$ cat src/logic/lcf_regs.vh
// register map, fields and timing for the link control and fairness registers
//=============================================================
`ifndef LCF_REGS_VH
`define LCF_REGS_VH
//=============================================================
// offsets
`define LCF_OFS_FAIRNESS 8'hdc
`define LCF_OFS_LC_SET 8'he0
`define LCF_OFS_LC_CLR 8'he4
`define LCF_OFS_SYNC_FILT 8'hf0
`define LCF_OFS_STATUS 8'hf4
//=============================================================
// link control fields
`define LCF_LC_EXT_SEL 22
`define LCF_LC_GEN_EN 21
`define LCF_LC_RUN 20
`define LCF_LC_PHY_ACC 10
`define LCF_LC_SID_ACC 9
`define LCF_LC_LOCK 6
`define LCF_LC_RESET 32'h00000000
`define LCF_FAIR_RESET 8'h00
//=============================================================
// status fields
`define LCF_ST_ROOT 30
`define LCF_ST_OVERLONG 25
`define LCF_ST_OFS_W 12
//=============================================================
// timing
`define LCF_CYCLE_COUNTS 12'd3072
`define LCF_NUM_ISO_CTX 4
`endif

$ cat src/logic/lcf_link_control.v
// link control, fairness and cycle timer register block
//
// Added by the designer: the Avalon-MM interface to the registers.
`timescale 1ns/100ps
`default_nettype none
`include "lcf_regs.vh"

module lcf_link_control (
   input wire clock,
   input wire rst,
   input wire fundamental_reset_n,
   input wire function_reset_n,
   input wire [7:0] address,
   input wire read,
   input wire write,
   input wire [31:0] writedata,
   input wire [3:0] byteenable,
   output reg [31:0] readdata,
   output wire waitrequest,
   input wire external_rollover_input,
   input wire phy_bus_reset,
   input wire phy_root_report,
   input wire overlong_cycle_event,
   input wire rx_cycle_start,
   input wire rx_phy_packet,
   input wire ar_request_enable,
   input wire rx_self_ident,
   output reg [7:0] priority_request_limit,
   output reg [11:0] cycle_offset,
   output reg cycle_rollover,
   output reg cycle_start_request,
   output reg phy_packet_to_ar,
   output reg self_ident_store,
   output reg [3:0] tag_one_sync_filter
);

   // overview of the block:
   // - one avalon slave port reaches five words: fairness, link control at
   //   its set and clear addresses, the filter word and a status word
   // - every access costs exactly one wait cycle, reads and writes alike
   // - the link control bits change only by ones written at set or clear, except an overlong event clears the generator enable and a pin reset clears the lock
   // - the cycle timer runs from this clock, which stands in for the
   //   cycle clock; its offset and rollover pulse go out as flip-flops
   // - receive gating turns packet pulses into store strobes one clock
   //   late, so that every data output comes straight from a register
   // - pin inputs pass two flip-flops; bus side inputs are same domain
   // limitation: the fairness byte is only held here; the arbiter that
   // counts priority requests per fairness interval sits elsewhere
   // limitation: unmapped addresses read zero and swallow writes
   // without any error response, as the slave has no response port
   // limitation: byte enables act per lane, so a partial write to the
   // set or clear address touches only the bits of the enabled lanes
   // hazard: the lock bit has no value until a pin reset has passed
   // through its synchroniser, so the board must pulse one at power up

   //=============================================================
   // helpers

   function [31:0] lcf_be_mask;
      input [3:0] be;
      begin
         lcf_be_mask = {{8{be[3]}}, {8{be[2]}}, {8{be[1]}}, {8{be[0]}}};
      end
   endfunction

   function lcf_hit;
      input [7:0] addr;
      input [7:0] ofs;
      begin
         lcf_hit = (addr == ofs);
      end
   endfunction

   //=============================================================
   // pin synchronisers

   reg [1:0] ext_sync_q;
   reg ext_prev_q;
   reg [1:0] busrst_sync_q;
   reg [1:0] root_sync_q;
   reg [1:0] fund_sync_q;
   reg [1:0] func_sync_q;

   always @(posedge clock) begin
      if (rst) begin
         ext_sync_q <= 2'b00;
         ext_prev_q <= 1'b0;
         busrst_sync_q <= 2'b00;
         root_sync_q <= 2'b00;
      end else begin
         ext_sync_q <= {ext_sync_q[0], external_rollover_input};
         ext_prev_q <= ext_sync_q[1];
         busrst_sync_q <= {busrst_sync_q[0], phy_bus_reset};
         root_sync_q <= {root_sync_q[0], phy_root_report};
      end
   end

   // the pin reset synchronisers must not obey rst: a pin reset that is
   // released together with rst would otherwise never reach the lock,
   // and holding them at one during rst would leave the lock unknown
   always @(posedge clock) begin
      fund_sync_q <= {fund_sync_q[0], fundamental_reset_n};
      func_sync_q <= {func_sync_q[0], function_reset_n};
   end

   wire ext_edge = ext_sync_q[1] & ~ext_prev_q;
   wire lock_reset = ~fund_sync_q[1] | ~func_sync_q[1];

   //=============================================================
   // avalon slave handshake
   // the master must hold its request until waitrequest falls; the
   // acknowledge flop then drops by itself, so a request held on into
   // the next cycle is taken as a new access with its own wait cycle
   // reads have no side effects, so a repeated read is harmless

   // one wait cycle per access: data is decoded at the first edge and
   // presented during the second, which keeps readdata a flip-flop
   reg ack_q;
   wire req = read | write;
   assign waitrequest = req & ~ack_q;
   wire wr_take = write & ack_q;

   always @(posedge clock) begin
      if (rst) begin
         ack_q <= 1'b0;
      end else begin
         ack_q <= req & ~ack_q;
      end
   end

   wire [31:0] wmask = writedata & lcf_be_mask(byteenable);
   wire wr_fair = wr_take & lcf_hit(address, `LCF_OFS_FAIRNESS);
   wire wr_set = wr_take & lcf_hit(address, `LCF_OFS_LC_SET);
   wire wr_clr = wr_take & lcf_hit(address, `LCF_OFS_LC_CLR);
   wire wr_filt = wr_take & lcf_hit(address, `LCF_OFS_SYNC_FILT);

   //=============================================================
   // fairness byte
   // only lane zero carries the field; upper lanes are reserved

   always @(posedge clock) begin
      if (rst) begin
         priority_request_limit <= `LCF_FAIR_RESET;
      end else if (wr_fair & byteenable[0]) begin
         priority_request_limit <= writedata[7:0];
      end
   end

   //=============================================================
   // link control bits
   // each bit is its own flop so the reserved positions simply do not
   // exist and read back zero without any masking on the write side
   // set wins over clear only in principle: the two live at separate
   // addresses, so one write never carries both
   // the lock has no clear path from the bus at all

   reg rollover_external_select_q;
   reg cycle_start_generator_enable_q;
   reg cycle_counter_run_q;
   reg phy_packet_accept_q;
   reg self_ident_accept_q;
   reg sync_filter_lock_q;

   // only ones act at either address
   wire [31:0] set_bits = wr_set ? wmask : 32'h00000000;
   wire [31:0] clr_bits = wr_clr ? wmask : 32'h00000000;

   always @(posedge clock) begin
      if (rst) begin
         rollover_external_select_q <= 1'b0;
         cycle_counter_run_q <= 1'b0;
         phy_packet_accept_q <= 1'b0;
         self_ident_accept_q <= 1'b0;
      end else begin
         if (set_bits[`LCF_LC_EXT_SEL])
            rollover_external_select_q <= 1'b1;
         else if (clr_bits[`LCF_LC_EXT_SEL])
            rollover_external_select_q <= 1'b0;
         if (set_bits[`LCF_LC_RUN])
            cycle_counter_run_q <= 1'b1;
         else if (clr_bits[`LCF_LC_RUN])
            cycle_counter_run_q <= 1'b0;
         if (set_bits[`LCF_LC_PHY_ACC])
            phy_packet_accept_q <= 1'b1;
         else if (clr_bits[`LCF_LC_PHY_ACC])
            phy_packet_accept_q <= 1'b0;
         if (set_bits[`LCF_LC_SID_ACC])
            self_ident_accept_q <= 1'b1;
         else if (clr_bits[`LCF_LC_SID_ACC])
            self_ident_accept_q <= 1'b0;
      end
   end

   always @(posedge clock) begin
      if (rst) begin
         cycle_start_generator_enable_q <= 1'b0;
      end else if (overlong_cycle_event) begin
         cycle_start_generator_enable_q <= 1'b0;
      end else if (set_bits[`LCF_LC_GEN_EN]) begin
         cycle_start_generator_enable_q <= 1'b1;
      end else if (clr_bits[`LCF_LC_GEN_EN]) begin
         cycle_start_generator_enable_q <= 1'b0;
      end
   end

   // the lock ignores the bus reset on purpose: only the two pin resets
   // release it, so a host driver restart cannot unlock the filter
   always @(posedge clock) begin
      if (lock_reset) begin
         sync_filter_lock_q <= 1'b0;
      end else if (set_bits[`LCF_LC_LOCK]) begin
         sync_filter_lock_q <= 1'b1;
      end
   end

   wire [31:0] lc_value = ({31'd0, rollover_external_select_q} << `LCF_LC_EXT_SEL)
      | ({31'd0, cycle_start_generator_enable_q} << `LCF_LC_GEN_EN)
      | ({31'd0, cycle_counter_run_q} << `LCF_LC_RUN)
      | ({31'd0, phy_packet_accept_q} << `LCF_LC_PHY_ACC)
      | ({31'd0, self_ident_accept_q} << `LCF_LC_SID_ACC)
      | ({31'd0, sync_filter_lock_q} << `LCF_LC_LOCK);

   //=============================================================
   // root status
   // root follows the phy report for as long as bus reset stands, so
   // the last value before bus reset ends is the one that is kept

   reg node_is_root_q;

   always @(posedge clock) begin
      if (rst) begin
         node_is_root_q <= 1'b0;
      end else if (busrst_sync_q[1]) begin
         node_is_root_q <= root_sync_q[1];
      end
   end

   //=============================================================
   // cycle timer
   // internal source: offset runs 0 to count minus one, then restarts
   // external source: offset free runs and wraps at twelve bits until a
   // synchronised rising edge of the external input restarts it
   // a received cycle start restarts the offset only while not root,
   // so a root node is never pulled by a stray packet
   // the rollover and cycle start pulses are one clock behind the event

   wire last_count = (cycle_offset == `LCF_CYCLE_COUNTS - 12'd1);
   wire roll_ext = rollover_external_select_q & ext_edge;
   wire roll_int = ~rollover_external_select_q & last_count;
   wire roll_now = cycle_counter_run_q & (roll_ext | roll_int);
   wire resync = ~node_is_root_q & rx_cycle_start;

   always @(posedge clock) begin
      if (rst) begin
         cycle_offset <= 12'h000;
         cycle_rollover <= 1'b0;
         cycle_start_request <= 1'b0;
      end else begin
         cycle_rollover <= roll_now;
         cycle_start_request <= roll_now & node_is_root_q
            & cycle_start_generator_enable_q;
         if (resync | roll_now) begin
            cycle_offset <= 12'h000;
         end else if (cycle_counter_run_q) begin
            cycle_offset <= cycle_offset + 12'h001;
         end
      end
   end

   //=============================================================
   // receive gating
   // the gates sample the accept bits in the same clock as the pulse, so
   // a bit changed by a write lands on the packet after the write
   // the request context enable is only read here, never stored

   always @(posedge clock) begin
      if (rst) begin
         phy_packet_to_ar <= 1'b0;
         self_ident_store <= 1'b0;
      end else begin
         phy_packet_to_ar <= rx_phy_packet & phy_packet_accept_q & ar_request_enable;
         self_ident_store <= rx_self_ident & self_ident_accept_q;
      end
   end

   //=============================================================
   // tag one sync filter bits of the iso receive contexts
   // writes made while locked are dropped, not stored for later, so the
   // stored bits keep what software last wrote while unlocked
   // the lock is ored in on both the output and the read path

   reg [3:0] filt_q;

   always @(posedge clock) begin
      if (rst) begin
         filt_q <= 4'h0;
      end else if (wr_filt & byteenable[0] & ~sync_filter_lock_q) begin
         filt_q <= writedata[3:0];
      end
   end

   always @(posedge clock) begin
      if (rst) begin
         tag_one_sync_filter <= 4'h0;
      end else begin
         tag_one_sync_filter <= filt_q | {4{sync_filter_lock_q}};
      end
   end

   //=============================================================
   // read mux
   // data is chosen from the address while waitrequest is high and held
   // in readdata, so the value read is the one before any write in the
   // same cycle; the status word shows the overlong event as it stands
   // both link control addresses return the same word

   wire [31:0] st_value = ({31'd0, node_is_root_q} << `LCF_ST_ROOT)
      | ({31'd0, overlong_cycle_event} << `LCF_ST_OVERLONG)
      | {20'd0, cycle_offset};

   reg [31:0] rd_d;

   always @* begin
      rd_d = 32'h00000000;
      case (address)
         `LCF_OFS_FAIRNESS: rd_d = {24'd0, priority_request_limit};
         `LCF_OFS_LC_SET: rd_d = lc_value;
         `LCF_OFS_LC_CLR: rd_d = lc_value;
         `LCF_OFS_SYNC_FILT: rd_d = {28'd0, filt_q | {4{sync_filter_lock_q}}};
         `LCF_OFS_STATUS: rd_d = st_value;
         default: rd_d = 32'h00000000;
      endcase
   end

   always @(posedge clock) begin
      if (rst) begin
         readdata <= 32'h00000000;
      end else if (read & ~ack_q) begin
         readdata <= rd_d;
      end
   end

endmodule // lcf_link_control
`default_nettype wire

$ cat config.mk
export PLATFORM = sky130hd
export DESIGN_NAME = lcf_link_control
export DESIGN_NICKNAME = d
export VERILOG_FILES = /design/src/logic/lcf_link_control.v
export VERILOG_INCLUDE_DIRS = /design/src /design/src/logic
export SDC_FILE = /design/constraint.sdc
export NUM_CORES = 1
export LEC_CHECK = 0
export ABC_CLOCK_PERIOD_IN_PS = 3200
export BUFFER_PORTS_ARGS = -buffer_cell sky130_fd_sc_hd__buf_2
export CAP_MARGIN = 5
export CORE_ASPECT_RATIO = 0.9
export CORE_MARGIN = 2
export CORE_UTILIZATION = 45
export CTS_BUF_LIST = sky130_fd_sc_hd__clkbuf_4 sky130_fd_sc_hd__clkbuf_8
export DETAILED_ROUTE_END_ITERATION = 8
export PLACE_DENSITY = 0.76
export SYNTH_ARGS = -nofsm -noshare
export SYNTH_HDL_FRONTEND = slang
export SYNTH_SLANG_ARGS = --single-unit
$ cat constraint.sdc
create_clock -name clock -period 3.2 [get_ports clock]
set_input_delay 0.16 -clock clock [delete_from_list [all_inputs] [get_ports clock]]
set_output_delay 0.16 -clock clock [all_outputs]
set_load 0.005 [all_outputs]
==> results.md <==
- Fin util: 56.70%
- Crit Path Class: reg -> reg
- Post-CTS Resized: 0
- Final Hold Fails: 0
- Finished Layout Cells: 464
- Vert. Die Dim: approximately 78 µm
- Power Density: between 400 and 500 nW/µm²
- Clock tree buffer depth: 2
- GR Util All Layers: 19.86%
- Final setup vio count: 0
- Final Skew: 0.007268 ns
- First DRT Iteration DRCs: 120
- Worst ir drop on vdd: 0.2846 mV
- Final non-filler cell area: 3410 µm²
- Leading cell types in the layout, fill and taps excluded: buf_2 (83), dfxtp_1 (68), nor2_1 (53)
- Dpl cells: around 440
- Final Max Slew Viols: 0
- Largest area contributor in the netlist: dfxtp_1
- Worst Setup Slack, final: roughly 1.3 ns
- PnR Total Power: 1.643 mW
- Top post-synthesis cells by area: dfxtp_1 (49%), nor2_1 (7.2%), mux2i_1 (5.1%)
- Max FO, Critical Path: 12
- Gpl congestion: 0.8308
- Fmax: 0.5186 GHz
- H-Tree Depth: 3
- Unique masters post-synth: 42
- Ys async rst share: 0%
- Measured slew at the worst slew-check pin: roughly 0.77 ns
- Share of cells above drive strength 1: 26.79%
- Final nets: 446
- Routed len/inst: 13.84 µm
- Most common cell after layout, fill and taps aside: buf_2
- Routed wire length: 6422 µm
- TritonCTS clock tree: done
- Synthesized instance count: 299
- Yosys warns: 0
- DR vias: 2356
- Largest net degree at the start of global routing: 34
- Die footprint: 6757 µm²
- DR pass1 iterations: 5
- Final worst path period share: 60.25%
- Outcome: completed
- Leak pwr: 1.392 nW
- Share of the synthesized area in the top cell type: 49.48%
- Worst setup SP type: register
- Post-DP HPWL: 4710 µm
- Die Width: 86.43 µm
- Dominant synthesized flop cell: dfxtp_1
- Cell Rows: 27
- Via-per-instance ratio: 5.078
- CORE AREA: 6013 µm²
- Setup TNS: 0 ns
- Synth Register Bits: 68
- First-pass GRT wire length: 10240 µm
- Sink Count: 68
- Root Driver: clkbuf_8
- Port Buffers: 83
- Initial antenna violation count: 0
- Antenna diodes: 0
- CP required: 3.43 ns
- Seq/Total Area, Yosys: between 40% and 50%
- Post-synth EDFFs: 0
- Area post-placement: between 3000 and 4000 µm²
- DRC: 0
- I/O pin count: 119
- DRT antenna net count: 0
- Final min period: around 1.9 ns
- Vias in the first global route: 2176
- Worst EP arrival: 2.16 ns
- Skew-Pair Late Insertion Delay: 0.35 ns
- Pre-CTS setup slack: 1.286 ns
- Unrepaired setup endpoints after global routing: no
- Syn Std Cell Area: 2751 µm²
- Synth-to-Final Area Change: 23.92%
- Initial Util: 45.76%
- Crit end category: register
- Hold_ws: 0.01851 ns
- CTS buffer count: 9
- Worst Hold Class: in -> reg
- Syn Area/Cell: about 9.2 µm²
- Worst rel slew slack: 48.04%
- Max Cap Viol: 0
- Gr ovfl total: 0
- Clk pin slew, worst setup/hold paths: 0.08 ns
path summary, 6_finish.rpt:
check | depth (start not counted) | end | startpoint | slack [ns]
min reg2reg | 0 | fund_sync_q[1]$_DFF_P_ | fund_sync_q[0]$_DFF_P_ | 0.33
max reg2reg | 5 | cycle_offset[4]$_SDFFE_PP0P_ | cycle_offset[0]$_SDFFE_PP0P_ | 1.27
min | 2 | self_ident_accept_q$_SDFFE_PP0P_ | writedata[9] | 0.02
max | 5 | cycle_offset[4]$_SDFFE_PP0P_ | cycle_offset[0]$_SDFFE_PP0P_ | 1.27
worst max-delay path: stages (launching register included):
cell	delay [ns]
dfxtp_1	0.44
ha_1	0.21
nand4_1	0.21
nor3_1	0.43
a21o_1	0.42
nor2_1	0.09
cell usage after synthesis (2+ instances only):
cell type  count
buf_4         15
nor2_1        53
a311oi_1       4
nor4_1         2
o21ai_1        4
and3_1         2
xor2_1         3
nand2_1       23
nor4_4         2
dfxtp_1       68
a22oi_1       13
buf_2          2
clkbuf_1       9
o22ai_1        2
nand4_1        4
inv_1          6
mux2i_1       14
nor3_1         9
a21oi_1        7
nand3_1        8
xnor2_1        8
a41oi_1        2
and2_1         2
and4b_1        3
nand2b_1       3
o21ai_0        6
nor2b_1        8
o221ai_1       3
cell families after synthesis:
logic type      share of synthesized area, %
simple gates                           23.65
other cells                           0.1363
fa+ha+maj                             0.4547
compound gates                         10.78
xor+xnor                               3.502
buf+inv                                6.912
mux                                    5.093
flops                                  49.48
sequential cells by signal (all words and copies together) (netlist names), 2 cells and up:
register	count
busrst_sync_q	2
cycle_offset	12
ext_sync_q	2
filt_q	4
func_sync_q	2
fund_sync_q	2
priority_request_limit	8
readdata	17
root_sync_q	2
tag_one_sync_filter	4
report_power, final:
group	switching (mW)	leakage [nW]	internal, mW
logic	0.0506	0.745	0.0329
clock network	0.340	0.0958	0.363
registers	0.00319	0.551	0.853
per-layer routing:
layer  global-route usage (%)  up-vias  part of all wire, %
met4                    7.813        0                  1.4
met5                        0        -                    0
met1                    25.31     1077                   43
li1                         -     1187                    -
met2                    30.08       83                   46
met3                    7.886        9                  9.0
repair_timing:
item                      4_1_cts  5_1_grt
hold buffers                    6        0
hold endpoints to repair        6        0
buffers inserted                0        0
area by class of cell:
| cell class | count | area (µm²) |
|---|---|---|
| Multi-Input combinational cell | 212 | 1252 |
| Tap cell | 72 | 90.09 |
| Fill cell | 581 | 2604 |
| Clock inverter | 7 | 76.32 |
| Clock buffer | 9 | 123.9 |
| Sequential cell | 68 | 1361 |
| Inverter | 6 | 22.52 |
| Timing Repair Buffer | 90 | 483.0 |
No activity file was read; power rests on OpenSTA's default activity.
